--- config.mk ---
export PLATFORM = sky130hd
export DESIGN_NAME = hbdd_top
export DESIGN_NICKNAME = d
export VERILOG_FILES = /design/src/rtl/hbdd_pkg.sv /design/src/rtl/hbdd_sync.sv /design/src/rtl/hbdd_bridge.sv /design/src/rtl/hbdd_top.sv
export SDC_FILE = /design/constraint.sdc
export NUM_CORES = 1
export LEC_CHECK = 0
export BUFFER_PORTS_ARGS = -buffer_cell sky130_fd_sc_hd__clkbuf_2
export CAP_MARGIN = 20
export CORE_UTILIZATION = 50
export CTS_CLUSTER_DIAMETER = 150
export DETAILED_ROUTE_END_ITERATION = 10
export GPL_ROUTABILITY_DRIVEN = 0
export PLACE_DENSITY_LB_ADDON = 0.1
export SLEW_MARGIN = 20
export SYNTH_ARGS = -nofsm -noshare
export SYNTH_HDL_FRONTEND = slang
export SYNTH_SLANG_ARGS = --single-unit
--- constraint.sdc ---
create_clock -name pclk -period 11.8 [get_ports pclk]
set_clock_uncertainty 0.1 [all_clocks]
set_input_delay 2.36 -clock pclk [delete_from_list [all_inputs] [get_ports pclk]]
set_output_delay 2.36 -clock pclk [all_outputs]
set_load 0.05 [all_outputs]
--- src/rtl/hbdd_pkg.sv ---
`default_nettype none
package hbdd_pkg;

	// ==========================================================
	// timing
	localparam int CLK_PERIOD_NS = 10;
	localparam int DEAD_NS_0 = 1000;
	localparam int DEAD_NS_1 = 2000;
	localparam int DEAD_NS_2 = 4000;
	localparam int DEAD_NS_3 = 8000;
	localparam logic [9:0] DEAD_CYC_0 = 10'((DEAD_NS_0 + CLK_PERIOD_NS - 1) / CLK_PERIOD_NS);
	localparam logic [9:0] DEAD_CYC_1 = 10'((DEAD_NS_1 + CLK_PERIOD_NS - 1) / CLK_PERIOD_NS);
	localparam logic [9:0] DEAD_CYC_2 = 10'((DEAD_NS_2 + CLK_PERIOD_NS - 1) / CLK_PERIOD_NS);
	localparam logic [9:0] DEAD_CYC_3 = 10'((DEAD_NS_3 + CLK_PERIOD_NS - 1) / CLK_PERIOD_NS);
	localparam logic [9:0] CNT_MAX = 10'h3ff;

	// ==========================================================
	// register map
	localparam logic [7:0] OFS_CONFIG = 8'h00;
	localparam logic [7:0] OFS_CHANNEL = 8'h04;
	localparam logic [7:0] OFS_STATUS = 8'h08;
	localparam int BR1_SEL_BIT = 0;
	localparam int BR2_SEL_BIT = 1;
	localparam int AFW1_BIT = 2;
	localparam int AFW2_BIT = 3;
	localparam int DT1_LSB = 4;
	localparam int DT2_LSB = 6;
	localparam int FET_LSB = 8;
	localparam int OUTEN_LSB = 16;
	localparam int SPI_ON_LSB = 0;
	localparam int INSEL_LSB = 8;
	localparam int ST_GATE_LSB = 0;
	localparam int ST_PIN_LSB = 8;
	localparam logic [31:0] CONFIG_RESET = 32'h0000_00f0;
	localparam logic [31:0] CONFIG_MASK = 32'h00ff_ffff;
	localparam logic [31:0] CHANNEL_RESET = 32'h0000_0000;
	localparam logic [31:0] CHANNEL_MASK = 32'h0000_ffff;

	// ==========================================================
	// bridge roles and switch patterns, bit 0 = Q1 .. bit 3 = Q4
	localparam int PIN_PWM = 0;
	localparam int PIN_DIR = 1;
	localparam int PIN_FLOAT = 2;
	localparam int HS_COUNT = 2;
	localparam logic [3:0] Q_OFF = 4'h0;
	localparam logic [3:0] Q_FWD = 4'h9;
	localparam logic [3:0] Q_REV = 4'h6;
	localparam logic [3:0] Q_FW_FWD = 4'h8;
	localparam logic [3:0] Q_FW_REV = 4'h4;
	localparam logic [3:0] Q_BRAKE = 4'hc;

	// ==========================================================
	// synchronised pins
	typedef struct packed {
		logic disable_pin_n;
		logic disable_pin;
		logic channel_six_enable_pin;
		logic [7:0] channel_control_pin_n;
	} hbdd_pins_type;
	localparam int PINS_W = 11;
	localparam logic [10:0] PINS_RESET = 11'h2ff;
	localparam int CH6_INDEX = 5;

endpackage
`default_nettype wire

--- src/rtl/hbdd_sync.sv ---
`timescale 1ns/1ns
`default_nettype none
module hbdd_sync #(
	parameter int W = 1,
	parameter logic [W-1:0] RESET_VAL = '0
) (
	input wire logic pclk, // clock
	input wire logic rst_n, // async reset, low
	input wire logic [W-1:0] d, // asynchronous input
	output logic [W-1:0] q // synchronised output
);
	logic [W-1:0] meta_reg;
	logic [W-1:0] sync_reg;

	if (W < 1) begin : g_chk
		$error("hbdd_sync width must be at least one");
	end

	always_ff @(posedge pclk or negedge rst_n) begin
		if (!rst_n) begin
			meta_reg <= RESET_VAL;
			sync_reg <= RESET_VAL;
		end else begin
			meta_reg <= d;
			sync_reg <= meta_reg;
		end
	end

	assign q = sync_reg;
endmodule // hbdd_sync
`default_nettype wire

--- src/rtl/hbdd_bridge.sv ---
`timescale 1ns/1ns
`default_nettype none
module hbdd_bridge (
	input wire logic pclk, // clock
	input wire logic rst_n, // async reset, low
	input wire logic active, // bridge selected
	input wire logic kill, // disable pins asserted
	input wire logic afw, // active freewheel enable
	input wire logic [1:0] dead_sel, // dead time select
	input wire logic pwm_drive_n, // pwm, low = drive
	input wire logic dir, // direction
	input wire logic float_request, // float request
	output logic [3:0] q // switch commands Q1..Q4
);
	logic [3:0] target;
	logic [3:0] tgt_prev_reg;
	logic [3:0] q_reg;
	logic [9:0] cnt_reg;
	logic [9:0] dead_cyc;
	logic changed;
	logic settled;
	logic go;

	assign go = active && !kill && !float_request;

	// ==========================================================
	// truth table
	always_comb begin
		if (!go) begin
			target = hbdd_pkg::Q_OFF;
		end else if (!pwm_drive_n) begin
			target = dir ? hbdd_pkg::Q_FWD : hbdd_pkg::Q_REV;
		end else if (afw) begin
			target = hbdd_pkg::Q_BRAKE;
		end else begin
			target = dir ? hbdd_pkg::Q_FW_FWD : hbdd_pkg::Q_FW_REV;
		end
	end

	// ==========================================================
	// dead time: off at once, on only after the target has held
	always_comb begin
		unique case (dead_sel)
			2'h0: dead_cyc = hbdd_pkg::DEAD_CYC_0;
			2'h1: dead_cyc = hbdd_pkg::DEAD_CYC_1;
			2'h2: dead_cyc = hbdd_pkg::DEAD_CYC_2;
			2'h3: dead_cyc = hbdd_pkg::DEAD_CYC_3;
		endcase
	end

	assign changed = target != tgt_prev_reg;
	assign settled = !changed && (cnt_reg >= dead_cyc);

	always_ff @(posedge pclk or negedge rst_n) begin
		if (!rst_n) begin
			tgt_prev_reg <= hbdd_pkg::Q_OFF;
		end else begin
			tgt_prev_reg <= target;
		end
	end

	always_ff @(posedge pclk or negedge rst_n) begin
		if (!rst_n) begin
			cnt_reg <= '0;
		end else if (changed) begin
			cnt_reg <= '0;
		end else if (cnt_reg != hbdd_pkg::CNT_MAX) begin
			cnt_reg <= cnt_reg + 10'h001;
		end
	end

	always_ff @(posedge pclk or negedge rst_n) begin
		if (!rst_n) begin
			q_reg <= hbdd_pkg::Q_OFF;
		end else begin
			q_reg <= target & (q_reg | {4{settled}});
		end
	end

	assign q = q_reg;
endmodule // hbdd_bridge
`default_nettype wire

--- src/rtl/hbdd_top.sv ---
`timescale 1ns/1ns
`default_nettype none
module hbdd_top #(
	parameter int NUM_CH = 8,
	parameter int ADDR_W = 8
) (
	input wire logic pclk, // apb clock
	input wire logic presetn, // apb reset, low
	input wire logic external_reset_n, // reset pin, low
	input wire logic psel, // apb select
	input wire logic penable, // apb enable
	input wire logic pwrite, // apb direction
	input wire logic [ADDR_W-1:0] paddr, // apb byte address
	input wire logic [31:0] pwdata, // apb write data
	input wire logic [3:0] pstrb, // apb byte strobes
	output logic pready, // apb ready
	output logic [31:0] prdata, // apb read data
	output logic pslverr, // apb error
	input wire logic [7:0] channel_control_pin_n, // control pins, low
	input wire logic channel_six_enable_pin, // channel six enable pin
	input wire logic disable_pin, // disable, high
	input wire logic disable_pin_n, // disable, low
	output logic [7:0] gate_on, // switch on command
	output logic [7:0] gate_drive_level, // gate level after polarity
	output logic [7:0] gate_enable // driver not three-stated
);
	logic raw_rst_n;
	logic rst_meta_reg;
	logic core_rst_n;
	logic [31:0] config_reg;
	logic [31:0] channel_reg;
	logic pready_reg;
	logic [31:0] prdata_reg;
	logic pslverr_reg;
	logic [7:0] gate_on_reg;
	logic [7:0] gate_level_reg;
	logic [7:0] gate_enable_reg;
	logic [hbdd_pkg::PINS_W-1:0] pins_raw;
	logic [hbdd_pkg::PINS_W-1:0] pins_sync;
	hbdd_pkg::hbdd_pins_type pins;
	logic kill;
	logic access;
	logic take;
	logic hit_config;
	logic hit_channel;
	logic hit_status;
	logic addr_ok;
	logic [31:0] byte_mask;
	logic [31:0] rd_mux;
	logic [1:0] bridge_select;
	logic [1:0] afw_bits;
	logic [1:0] dead_sel [2];
	logic [3:0] bq [2];
	logic [7:0] highside_fet_type;
	logic [7:0] channel_output_enable;
	logic [7:0] spi_channel_on_cmd;
	logic [7:0] spi_input_sel;
	logic [7:0] on_w;
	logic [7:0] en_w;
	logic [7:0] fet_w;

	if (NUM_CH != 8) begin : g_chk_ch
		$error("hbdd_top serves exactly eight channels");
	end
	if (ADDR_W < 4) begin : g_chk_addr
		$error("hbdd_top needs at least four address bits");
	end

	// ==========================================================
	// reset: either source asserts at once, release is synchronised
	assign raw_rst_n = presetn & external_reset_n;

	always_ff @(posedge pclk or negedge raw_rst_n) begin
		if (!raw_rst_n) begin
			rst_meta_reg <= 1'b0;
			core_rst_n <= 1'b0;
		end else begin
			rst_meta_reg <= 1'b1;
			core_rst_n <= rst_meta_reg;
		end
	end

	// ==========================================================
	// pin synchroniser
	assign pins_raw = {disable_pin_n, disable_pin, channel_six_enable_pin, channel_control_pin_n};

	hbdd_sync #(
		.W(hbdd_pkg::PINS_W),
		.RESET_VAL(hbdd_pkg::PINS_RESET)
	) u_pin_sync (
		.pclk(pclk),
		.rst_n(core_rst_n),
		.d(pins_raw),
		.q(pins_sync)
	);

	assign pins = pins_sync;
	assign kill = pins.disable_pin | !pins.disable_pin_n;

	// ==========================================================
	// apb slave, one wait state
	assign access = psel && penable;
	assign take = access && pready_reg;
	assign addr_ok = paddr[1:0] == 2'h0;
	assign hit_config = addr_ok && (paddr == ADDR_W'(hbdd_pkg::OFS_CONFIG));
	assign hit_channel = addr_ok && (paddr == ADDR_W'(hbdd_pkg::OFS_CHANNEL));
	assign hit_status = addr_ok && (paddr == ADDR_W'(hbdd_pkg::OFS_STATUS));
	assign byte_mask = {{8{pstrb[3]}}, {8{pstrb[2]}}, {8{pstrb[1]}}, {8{pstrb[0]}}};

	always_comb begin
		rd_mux = 32'h0000_0000;
		if (hit_config) begin
			rd_mux = config_reg;
		end else if (hit_channel) begin
			rd_mux = channel_reg;
		end else if (hit_status) begin
			rd_mux[hbdd_pkg::ST_GATE_LSB +: 8] = gate_on_reg;
			rd_mux[hbdd_pkg::ST_PIN_LSB +: hbdd_pkg::PINS_W] = pins_sync;
		end
	end

	always_ff @(posedge pclk or negedge core_rst_n) begin
		if (!core_rst_n) begin
			pready_reg <= 1'b0;
		end else begin
			pready_reg <= access && !pready_reg;
		end
	end

	always_ff @(posedge pclk or negedge core_rst_n) begin
		if (!core_rst_n) begin
			prdata_reg <= 32'h0000_0000;
			pslverr_reg <= 1'b0;
		end else if (access && !pready_reg) begin
			prdata_reg <= pwrite ? 32'h0000_0000 : rd_mux;
			pslverr_reg <= !(hit_config || hit_channel || hit_status);
		end else begin
			prdata_reg <= 32'h0000_0000;
			pslverr_reg <= 1'b0;
		end
	end

	always_ff @(posedge pclk or negedge core_rst_n) begin
		if (!core_rst_n) begin
			config_reg <= hbdd_pkg::CONFIG_RESET;
		end else if (take && pwrite && hit_config) begin
			config_reg <= (config_reg & ~(byte_mask & hbdd_pkg::CONFIG_MASK))
				| (pwdata & byte_mask & hbdd_pkg::CONFIG_MASK);
		end
	end

	always_ff @(posedge pclk or negedge core_rst_n) begin
		if (!core_rst_n) begin
			channel_reg <= hbdd_pkg::CHANNEL_RESET;
		end else if (take && pwrite && hit_channel) begin
			channel_reg <= (channel_reg & ~(byte_mask & hbdd_pkg::CHANNEL_MASK))
				| (pwdata & byte_mask & hbdd_pkg::CHANNEL_MASK);
		end
	end

	// ==========================================================
	// configuration fields
	assign bridge_select = {config_reg[hbdd_pkg::BR2_SEL_BIT], config_reg[hbdd_pkg::BR1_SEL_BIT]};
	assign afw_bits = {config_reg[hbdd_pkg::AFW2_BIT], config_reg[hbdd_pkg::AFW1_BIT]};
	assign dead_sel[0] = config_reg[hbdd_pkg::DT1_LSB +: 2];
	assign dead_sel[1] = config_reg[hbdd_pkg::DT2_LSB +: 2];
	assign highside_fet_type = config_reg[hbdd_pkg::FET_LSB +: 8];
	assign channel_output_enable = config_reg[hbdd_pkg::OUTEN_LSB +: 8];
	assign spi_channel_on_cmd = channel_reg[hbdd_pkg::SPI_ON_LSB +: 8];
	assign spi_input_sel = channel_reg[hbdd_pkg::INSEL_LSB +: 8];

	// ==========================================================
	// bridges, pins of group b: pwm, direction, float, unused
	for (genvar b = 0; b < 2; b++) begin : g_bridge
		hbdd_bridge u_bridge (
			.pclk(pclk),
			.rst_n(core_rst_n),
			.active(bridge_select[b]),
			.kill(kill),
			.afw(afw_bits[b]),
			.dead_sel(dead_sel[b]),
			.pwm_drive_n(pins.channel_control_pin_n[4*b + hbdd_pkg::PIN_PWM]),
			.dir(pins.channel_control_pin_n[4*b + hbdd_pkg::PIN_DIR]),
			.float_request(pins.channel_control_pin_n[4*b + hbdd_pkg::PIN_FLOAT]),
			.q(bq[b])
		);
	end

	// ==========================================================
	// per-channel routing
	for (genvar i = 0; i < 8; i++) begin : g_ch
		localparam int B = i / 4;
		localparam int K = i % 4;
		logic in_bridge;
		logic direct_on;
		logic pin_gate;

		assign in_bridge = bridge_select[B];
		assign direct_on = spi_input_sel[i] ? spi_channel_on_cmd[i] : !pins.channel_control_pin_n[i];
		// bridge channels take their command only from the decoder
		assign on_w[i] = in_bridge ? bq[B][K] : direct_on;
		// roles follow the select bit: first two high side, rest low side
		assign fet_w[i] = in_bridge ? ((K < hbdd_pkg::HS_COUNT) && highside_fet_type[i])
			: highside_fet_type[i];
		assign pin_gate = (i == hbdd_pkg::CH6_INDEX) ? pins.channel_six_enable_pin : 1'b1;
		assign en_w[i] = (in_bridge || channel_output_enable[i]) && pin_gate;
	end

	always_ff @(posedge pclk or negedge core_rst_n) begin
		if (!core_rst_n) begin
			gate_on_reg <= 8'h00;
			gate_level_reg <= 8'h00;
			gate_enable_reg <= 8'h00;
		end else begin
			gate_on_reg <= kill ? 8'h00 : (on_w & en_w);
			gate_level_reg <= (kill ? 8'h00 : (on_w & en_w)) ^ fet_w;
			gate_enable_reg <= en_w;
		end
	end

	assign pready = pready_reg;
	assign prdata = prdata_reg;
	assign pslverr = pslverr_reg;
	assign gate_on = gate_on_reg;
	assign gate_drive_level = gate_level_reg;
	assign gate_enable = gate_enable_reg;
endmodule // hbdd_top
`default_nettype wire

==> impl_results.html, run 1 <==
<table>
<tr><th>Metric</th><th>Value</th></tr>
<tr><th colspan="2">Hold path</th></tr>
<tr><td>Cell depth of the worst min-delay path</td><td>0</td></tr>
<tr><td>Worst min path class</td><td>reg -&gt; reg</td></tr>
<tr><th colspan="2">Status</th></tr>
<tr><td>Status</td><td>completed</td></tr>
<tr><th colspan="2">Setup path</th></tr>
<tr><td>R2R setup slack</td><td>8.83 ns</td></tr>
<tr><td>Cell breakdown of the critical path</td><td>clkbuf_2, clkinv_1, nor4_1, nand2_1, mux2_2</td></tr>
<tr><td>Arrival time of the worst setup path</td><td>4.72 ns</td></tr>
<tr><td>R2R depth</td><td>5</td></tr>
<tr><td>Number of buffer and inverter stages on the critical path</td><td>2</td></tr>
<tr><td>Cell depth of the worst setup path</td><td>5</td></tr>
<tr><td>Top delay family on crit path</td><td>simple AND/OR/NAND/NOR gates</td></tr>
<tr><td>Required arrival time at the worst endpoint</td><td>between 10 and 15 ns</td></tr>
<tr><td>Kind of start point of the critical path</td><td>input port</td></tr>
<tr><td>Biggest fanout along the worst timing path</td><td>33</td></tr>
<tr><td>Kind of capture point of the worst setup path</td><td>register</td></tr>
<tr><td>Slowest-stage cell, CP</td><td>sky130_fd_sc_hd__clkinv_1</td></tr>
<tr><td>Type of the setup path with the least slack</td><td>in -&gt; reg</td></tr>
<tr><td>Slowest cell delay on critical path</td><td>0.77 ns</td></tr>
<tr><th colspan="2">Die</th></tr>
<tr><td>Boundary Pins</td><td>119</td></tr>
<tr><td>Starting Density</td><td>0.5195</td></tr>
<tr><td>Die Y</td><td>roughly 120 um</td></tr>
<tr><td>Full die area</td><td>13,740 um^2</td></tr>
<tr><td>Die X-Extent</td><td>117.2 um</td></tr>
<tr><td>Core area</td><td>12,770 um^2</td></tr>
<tr><td>Site row count</td><td>between 40 and 50</td></tr>
<tr><th colspan="2">CTS</th></tr>
<tr><td>CTS Buf Count</td><td>17</td></tr>
<tr><td>Clock tree root buffer cell</td><td>sky130_fd_sc_hd__clkbuf_16</td></tr>
<tr><td>Count of hold buffers inserted by post-cts repair</td><td>0</td></tr>
<tr><td>Post-CTS resize count</td><td>0</td></tr>
<tr><td>TritonCTS clock tree</td><td>yes</td></tr>
<tr><td>Setup repair bufs after CTS</td><td>0</td></tr>
<tr><td>Largest buffer count on any clock path</td><td>2</td></tr>
<tr><td>Source-to-sink clock delay at the later pin of the worst-skew pair</td><td>0.43 ns</td></tr>
<tr><td>Number of levels the H-tree was split into</td><td>4</td></tr>
<tr><td>Clock slew seen by the registers of the worst setup and hold paths</td><td>roughly 0.060 ns</td></tr>
<tr><td>Count of clock tree sinks</td><td>150</td></tr>
<tr><th colspan="2">STA</th></tr>
<tr><td>Worst-Margin Slew</td><td>1.106 ns</td></tr>
<tr><td>Sum of negative setup slack</td><td>0 ns</td></tr>
<tr><td>Setup repair after global routing missed its margin</td><td>no</td></tr>
<tr><td>Fmax</td><td>221.0 MHz</td></tr>
<tr><td>Fin crit period</td><td>4.525 ns</td></tr>
<tr><td>Final setup violation count</td><td>0</td></tr>
<tr><td>Slew Limit Headroom</td><td>0.2625</td></tr>
<tr><td>Total count of hold-check failures in the final report</td><td>0</td></tr>
<tr><td>Post-route setup slack</td><td>7.275 ns</td></tr>
<tr><td>Part of the cycle the worst path needs</td><td>0.3835</td></tr>
<tr><td>Max-slew violation count</td><td>0</td></tr>
<tr><th colspan="2">Detailed routing</th></tr>
<tr><td>Routed wl met2</td><td>7215 um</td></tr>
<tr><td>Overall via count from detail_route</td><td>4,574</td></tr>
<tr><td>Routed length on met3</td><td>637 um</td></tr>
<tr><td>Wire length per cell</td><td>roughly 17 um</td></tr>
<tr><td>Post-detailed-route count of antenna-violating nets</td><td>0</td></tr>
<tr><td>Met1 Wirelength</td><td>6491 um</td></tr>
<tr><td>Length of the first detailed-routing pass in iterations</td><td>4</td></tr>
<tr><td>First DRT Iteration DRCs</td><td>229</td></tr>
<tr><td>Routed WL</td><td>14,460 um</td></tr>
<tr><td>Vias/cell</td><td>around 5.4</td></tr>
<tr><td>DR DRC count</td><td>0</td></tr>
<tr><td>Top layer in use</td><td>met4</td></tr>
<tr><th colspan="2">Job</th></tr>
<tr><td>Max-cap violations</td><td>0</td></tr>
<tr><th colspan="2">Logic synthesis</th></tr>
<tr><td>Post-synthesis instance total</td><td>567</td></tr>
<tr><td>Ys Warns</td><td>0</td></tr>
<tr><td>Area share of the leading cell type in the synthesized netlist</td><td>0.4827</td></tr>
<tr><td>Cell variety after synth</td><td>54</td></tr>
<tr><td>Post-synthesis sequential element count</td><td>150</td></tr>
<tr><td>Proportion of synthesized chip area in sequential cells</td><td>0.5698</td></tr>
<tr><td>EDFF count, synth</td><td>0</td></tr>
<tr><td>Top post-synthesis cells by area</td><td>sky130_fd_sc_hd__dfrtp_1, sky130_fd_sc_hd__dfstp_2, sky130_fd_sc_hd__mux2_2</td></tr>
<tr><td>Post-synthesis instance area</td><td>6636 um^2</td></tr>
<tr><td>Post-synthesis area per instance</td><td>between 10 and 15 um^2</td></tr>
<tr><td>Largest area contributor in the netlist</td><td>sky130_fd_sc_hd__dfrtp_1</td></tr>
<tr><td>Predominant post-synthesis flop cell</td><td>sky130_fd_sc_hd__dfrtp_1</td></tr>
<tr><td>Async set or reset register ratio after synthesis</td><td>1.000</td></tr>
<tr><th colspan="2">Final layout</th></tr>
<tr><td>Commonest non-fill, non-tap cell in the layout</td><td>sky130_fd_sc_hd__dfrtp_1</td></tr>
<tr><td>Fraction of final layout cells with drive strength greater than 1</td><td>0.3255</td></tr>
<tr><td>Area growth, synth to finish</td><td>18.33%</td></tr>
<tr><td>Total number of nets in the final design</td><td>758</td></tr>
<tr><td>Commonest non-fill, non-tap cells in the layout</td><td>sky130_fd_sc_hd__dfrtp_1, sky130_fd_sc_hd__clkbuf_2, sky130_fd_sc_hd__nor2_1</td></tr>
<tr><td>Ant. Diodes</td><td>0</td></tr>
<tr><td>FILL cells</td><td>1,020</td></tr>
<tr><th colspan="2">Pwr</th></tr>
<tr><td>Total power divided by cell area</td><td>154.1 nW/um^2</td></tr>
<tr><td>Worst ir drop on vdd</td><td>102.0 uV</td></tr>
<tr><td>Leak</td><td>approximately 0.0038 uW</td></tr>
<tr><td>Total power after layout</td><td>1210 uW</td></tr>
<tr><th colspan="2">Global route</th></tr>
<tr><td>Via count of the first global-routing pass</td><td>4,517</td></tr>
<tr><td>Initial antenna violation count</td><td>0</td></tr>
<tr><td>Largest net degree at the start of global routing</td><td>about 90</td></tr>
<tr><td>Remaining Overflow, GRT</td><td>0</td></tr>
<tr><td>GR Util All Layers</td><td>0.2279</td></tr>
<tr><td>Global-route wire length before repair</td><td>22,930 um</td></tr>
<tr><th colspan="2">Place</th></tr>
<tr><td>HPWL after detailed placement</td><td>around 10000 um</td></tr>
<tr><td>Number of I/O port buffers</td><td>between 100 and 150</td></tr>
<tr><td>Pre-CTS WS</td><td>roughly 7 ns</td></tr>
</table>
[layout make-up]
type / count / area, um^2 / share of cell area
Clock buffer: 18 / 439.2 / 0.05593
Timing Repair Buffer: 103 / 524.3 / 0.06676
Multi-Input combinational cell: 373 / 2648 / 0.3372
Tap cell: 172 / 215.2 / 0.02741
Sequential cell: 150 / 3785 / 0.4820
Clock inverter: 14 / 151.4 / 0.01928
Inverter: 24 / 90.09 / 0.01147
[per-layer routing]
metal / track usage / vias to the layer above
met5: 0 / -
li1: - / 2154
met1: 0.2993 / 2303
met3: 0.05819 / 9
met4: 0.06751 / 0
met2: 0.3733 / 108
[path summary, 6_finish.rpt]
check	startpoint	to
setup / recovery	paddr[2]	register
hold / removal	u_pin_sync.meta_reg[8]	u_pin_sync.q[8]
setup reg to reg	register	g_bridge[1].u_bridge.q[0]
hold reg to reg	u_pin_sync.meta_reg[8]	u_pin_sync.q[8]
max in group asynchronous	presetn	core_rst_n
min in group asynchronous	core_rst_n	gate_on[7]
[stage by stage]
stage               cell area (um^2)  instances  hold slack (ns)  utilization
floorplan                       6663        574           0.2312            -
global placement                7258        822           0.2331       0.5682
detailed placement              7258        822           0.2347       0.5682
CTS                             7849        854           0.2523       0.6145
global route                    7853        854           0.2582       0.6148
finish                          7853        854           0.2488       0.6148
[synthesized netlist by cell type (2+ instances only)]
cell                        number
sky130_fd_sc_hd__dfrtp_1       128
sky130_fd_sc_hd__nor2_1         59
sky130_fd_sc_hd__nand2_1        53
sky130_fd_sc_hd__mux2_2         40
sky130_fd_sc_hd__ha_1           28
sky130_fd_sc_hd__inv_1          24
sky130_fd_sc_hd__dfstp_2        22
sky130_fd_sc_hd__a21oi_1        21
sky130_fd_sc_hd__nor3_1         14
sky130_fd_sc_hd__clkbuf_1       13
sky130_fd_sc_hd__o21ai_0        13
sky130_fd_sc_hd__nand3b_1       12
sky130_fd_sc_hd__xnor2_1        12
sky130_fd_sc_hd__o21a_1         10
sky130_fd_sc_hd__a2111oi_1       9
sky130_fd_sc_hd__or2_2           9
sky130_fd_sc_hd__buf_4           8
sky130_fd_sc_hd__mux2i_1         8
sky130_fd_sc_hd__a2111oi_2       7
sky130_fd_sc_hd__nand3_1         7
sky130_fd_sc_hd__and2_1          6
sky130_fd_sc_hd__nand4_1         6
sky130_fd_sc_hd__xor2_1          6
sky130_fd_sc_hd__and4_1          5
sky130_fd_sc_hd__nand2b_1        5
sky130_fd_sc_hd__buf_2           4
sky130_fd_sc_hd__nor3b_1         3
sky130_fd_sc_hd__or3_1           3
sky130_fd_sc_hd__or3b_1          3
sky130_fd_sc_hd__a211o_1         2
sky130_fd_sc_hd__conb_1          2
sky130_fd_sc_hd__nand4bb_1       2
sky130_fd_sc_hd__nor4_2          2
[cells by family after synthesis]
logic type / share of synthesized area
AND/OR/NAND/NOR: 0.1514
flip-flops: 0.5698
AO/OA/AOI/OAI: 0.08598
buffers and inverters: 0.03526
multiplexers: 0.07994
adder cells (fa/ha/maj): 0.05279
XOR/XNOR: 0.02376
other: 0.001132
[power breakdown]
part / total [uW] / switching, uW / internal [uW] / leakage (uW)
registers: 573 / 33.0 / 540 / 0.00199
clock network: 532 / 214 / 318 / 0.000275
logic: 105 / 62.3 / 42.6 / 0.00154
total: 1210 / 309 / 901 / 0.00380
Note: power is estimated with default switching activity, not from simulation.
==> run 2, diff against run 1 <==
ABC_AREA = 1   (was default)
clock period = 4.4 ns   (was 11.8 ns; I/O delays follow)
==> impl_results.html, run 2 <==
<table>
<tr><th>Metric</th><th>Value</th></tr>
<tr><th colspan="2">STA</th></tr>
<tr><td>Max-slew violation count</td><td>0</td></tr>
<tr><td>Part of the cycle the worst path needs</td><td>0.5592</td></tr>
<tr><td>Fin crit period</td><td>about 2.5 ns</td></tr>
<tr><td>Fmax</td><td>roughly 410 MHz</td></tr>
<tr><td>Sum of negative setup slack</td><td>0 ns</td></tr>
<tr><td>Setup repair after global routing missed its margin</td><td>no</td></tr>
<tr><td>Worst hold slack</td><td>0.1944 ns</td></tr>
<tr><td>Final setup violation count</td><td>0</td></tr>
<tr><td>Total count of hold-check failures in the final report</td><td>0</td></tr>
<tr><td>Slew Limit Headroom</td><td>0.2792</td></tr>
<tr><td>Worst-Margin Slew</td><td>1.080 ns</td></tr>
<tr><th colspan="2">Setup path</th></tr>
<tr><td>Kind of capture point of the worst setup path</td><td>register</td></tr>
<tr><td>Biggest fanout along the worst timing path</td><td>21</td></tr>
<tr><td>Slowest cell delay on critical path</td><td>0.53 ns</td></tr>
<tr><td>R2R depth</td><td>10</td></tr>
<tr><td>R2R setup slack</td><td>2.17 ns</td></tr>
<tr><td>Type of the setup path with the least slack</td><td>in -&gt; reg</td></tr>
<tr><td>Required arrival time at the worst endpoint</td><td>4.60 ns</td></tr>
<tr><td>Arrival time of the worst setup path</td><td>between 2 and 3 ns</td></tr>
<tr><td>FF-to-FF End</td><td>g_bridge[1].u_bridge.q[3]</td></tr>
<tr><td>Slowest-stage cell, CP</td><td>sky130_fd_sc_hd__inv_1</td></tr>
<tr><td>Kind of start point of the critical path</td><td>input port</td></tr>
<tr><td>Cell breakdown of the critical path</td><td>clkbuf_2, nor2_1, nand2_1, nor2_4, inv_1, o21ai_0, a21oi_1</td></tr>
<tr><th colspan="2">Global route</th></tr>
<tr><td>Global-route wire length before repair</td><td>26,250 um</td></tr>
<tr><td>Via count of the first global-routing pass</td><td>5,404</td></tr>
<tr><td>Remaining Overflow, GRT</td><td>0</td></tr>
<tr><td>GR Util All Layers</td><td>0.2416</td></tr>
<tr><td>Largest net degree at the start of global routing</td><td>80</td></tr>
<tr><td>Initial antenna violation count</td><td>0</td></tr>
<tr><th colspan="2">Detailed routing</th></tr>
<tr><td>DR DRC count</td><td>0</td></tr>
<tr><td>Routed WL</td><td>15,780 um</td></tr>
<tr><td>Length of the first detailed-routing pass in iterations</td><td>5</td></tr>
<tr><td>Overall via count from detail_route</td><td>roughly 5,300</td></tr>
<tr><td>First DRT Iteration DRCs</td><td>404</td></tr>
<tr><td>Vias/cell</td><td>between 5 and 6</td></tr>
<tr><td>Wire length per cell</td><td>between 10 and 15 um</td></tr>
<tr><td>Post-detailed-route count of antenna-violating nets</td><td>0</td></tr>
<tr><th colspan="2">CTS</th></tr>
<tr><td>Setup repair bufs after CTS</td><td>0</td></tr>
<tr><td>CTS Buf Count</td><td>17</td></tr>
<tr><td>TritonCTS clock tree</td><td>yes</td></tr>
<tr><td>Post-CTS resize count</td><td>0</td></tr>
<tr><td>Count of hold buffers inserted by post-cts repair</td><td>0</td></tr>
<tr><td>Clock slew seen by the registers of the worst setup and hold paths</td><td>0.06 ns</td></tr>
<tr><td>Count of clock tree sinks</td><td>150</td></tr>
<tr><td>Source-to-sink clock delay at the later pin of the worst-skew pair</td><td>~0.43 ns</td></tr>
<tr><td>Clock tree root buffer cell</td><td>sky130_fd_sc_hd__clkbuf_16</td></tr>
<tr><td>Number of levels the H-tree was split into</td><td>4</td></tr>
<tr><td>Largest buffer count on any clock path</td><td>2</td></tr>
<tr><th colspan="2">Place</th></tr>
<tr><td>Cell count after placement</td><td>roughly 1,000</td></tr>
<tr><td>Number of I/O port buffers</td><td>101</td></tr>
<tr><td>Area after DPL</td><td>7511 um^2</td></tr>
<tr><td>HPWL after detailed placement</td><td>between 10,000 and 15,000 um</td></tr>
<tr><th colspan="2">Final layout</th></tr>
<tr><td>Commonest non-fill, non-tap cell in the layout</td><td>sky130_fd_sc_hd__nand2_1</td></tr>
<tr><td>Area growth, synth to finish</td><td>19.02%</td></tr>
<tr><td>Ant. Diodes</td><td>0</td></tr>
<tr><td>Total number of nets in the final design</td><td>960</td></tr>
<tr><td>Commonest non-fill, non-tap cells in the layout</td><td>sky130_fd_sc_hd__nand2_1, sky130_fd_sc_hd__dfrtp_1, sky130_fd_sc_hd__inv_1</td></tr>
<tr><td>Post-layout utilization of the core</td><td>0.6126</td></tr>
<tr><td>Area taken by multi-input logic gates</td><td>2536 um^2</td></tr>
<tr><td>Post-route non-filler standard cell count</td><td>1,060</td></tr>
<tr><td>Final Cell Area</td><td>8144 um^2</td></tr>
<tr><td>FILL cells</td><td>1,141</td></tr>
<tr><td>Fraction of final layout cells with drive strength greater than 1</td><td>0.2229</td></tr>
<tr><td>Register Area</td><td>3785 um^2</td></tr>
<tr><th colspan="2">Pwr</th></tr>
<tr><td>Total power divided by cell area</td><td>444.4 nW/um^2</td></tr>
<tr><td>Leak</td><td>0.004296 uW</td></tr>
<tr><td>Worst ir drop on vdd</td><td>304.0 uV</td></tr>
<tr><th colspan="2">Logic synthesis</th></tr>
<tr><td>Top post-synthesis cells by area</td><td>sky130_fd_sc_hd__dfrtp_1, sky130_fd_sc_hd__nand2_1, sky130_fd_sc_hd__dfstp_2</td></tr>
<tr><td>Largest area contributor in the netlist</td><td>sky130_fd_sc_hd__dfrtp_1</td></tr>
<tr><td>Cell variety after synth</td><td>35</td></tr>
<tr><td>Post-synthesis instance area</td><td>6843 um^2</td></tr>
<tr><td>Async set or reset register ratio after synthesis</td><td>1.000</td></tr>
<tr><td>EDFF count, synth</td><td>0</td></tr>
<tr><td>Most repeated cell in the gate-level netlist after synthesis</td><td>sky130_fd_sc_hd__nand2_1</td></tr>
<tr><td>Proportion of synthesized chip area in sequential cells</td><td>0.5526</td></tr>
<tr><td>Ys Warns</td><td>0</td></tr>
<tr><td>Area share of the leading cell type in the synthesized netlist</td><td>0.4681</td></tr>
<tr><td>Commonest cells in the netlist</td><td>sky130_fd_sc_hd__nand2_1, sky130_fd_sc_hd__dfrtp_1, sky130_fd_sc_hd__inv_1</td></tr>
<tr><td>Post-synthesis sequential element count</td><td>150</td></tr>
<tr><td>Post-synthesis area per instance</td><td>8.957 um^2</td></tr>
<tr><td>Post-synthesis instance total</td><td>764</td></tr>
<tr><td>Predominant post-synthesis flop cell</td><td>sky130_fd_sc_hd__dfrtp_1</td></tr>
<tr><th colspan="2">Die</th></tr>
<tr><td>Core area</td><td>between 10,000 and 15,000 um^2</td></tr>
<tr><td>Die Y</td><td>119.0 um</td></tr>
<tr><td>Starting Density</td><td>0.5147</td></tr>
<tr><td>Full die area</td><td>14,160 um^2</td></tr>
<tr><td>Site row count</td><td>42</td></tr>
<tr><td>Die X-Extent</td><td>119.0 um</td></tr>
<tr><td>Boundary Pins</td><td>119</td></tr>
<tr><th colspan="2">Hold path</th></tr>
<tr><td>Worst min path class</td><td>reg -&gt; async</td></tr>
<tr><th colspan="2">Job</th></tr>
<tr><td>Max-cap violations</td><td>0</td></tr>
<tr><th colspan="2">Status</th></tr>
<tr><td>Status</td><td>completed</td></tr>
</table>
## run 2: worst max path at each step
stage | slack, ns | start | endpoint | cells past startpoint
after floorplan | 1.83 | core_rst_n | async pin | 0
after CTS | 1.94 | paddr[7] | prdata[14] | 9
after detailed placement | 1.53 | paddr[1] | prdata[7] | 7
final | 1.94 | paddr[1] | prdata[14] | 7
after global routing | 1.78 | paddr[7] | prdata[7] | 9
after global placement | 1.58 | paddr[7] | prdata[5] | 9
## run 2: where the power goes
part / internal (uW) / switching [uW] / leakage [uW]
clock network: 915 / 589 / 0.000296
logic: 218 / 321 / 0.00206
registers: 1470 / 104 / 0.00194
## run 2: area by class of cell
| class | instances | area share |
|---|---|---|
| Sequential cell | 150 | 0.4647 |
| Multi-Input combinational cell | 483 | 0.3114 |
| Timing Repair Buffer | 105 | 0.06883 |
| Clock buffer | 19 | 0.05439 |
| Inverter | 114 | 0.05270 |
| Tap cell | 176 | 0.02704 |
| Clock inverter | 13 | 0.02089 |
## run 2: metal layers
metal,vias to the layer above,global-route usage,share of wire
li1,2614,-,-
met1,2546,0.3116,0.45
met2,140,0.3819,0.47
met3,26,0.07088,0.056
met4,0,0.09652,0.022
met5,-,0,0
## run 2: cell families after synthesis
group | share of synthesized area
AOI/OAI and AO/OA | 0.09197
and+or+nand+nor | 0.2094
other | 0.001098
buffers and inverters | 0.08100
adders and majority gates | 0.05120
DFF | 0.5526
xor gates and xnor gates | 0.01280
## run 2: critical path, delay by kind of cell
family,cells,cell delay [ns]
and+or+nand+nor,3,0.72
buffers and inverters,2,0.61
AOI/OAI and AO/OA,2,0.46
## run 2: stage by stage
stage / total power, uW / setup slack [ns]
6_report: 3619 / 1.940
5_1_grt: 3822 / 1.783
4_1_cts: 3651 / 1.941
3_5_place_dp: 2141 / 1.534
3_3_place_gp: 2111 / 1.575
2_1_floorplan: 2002 / 1.833
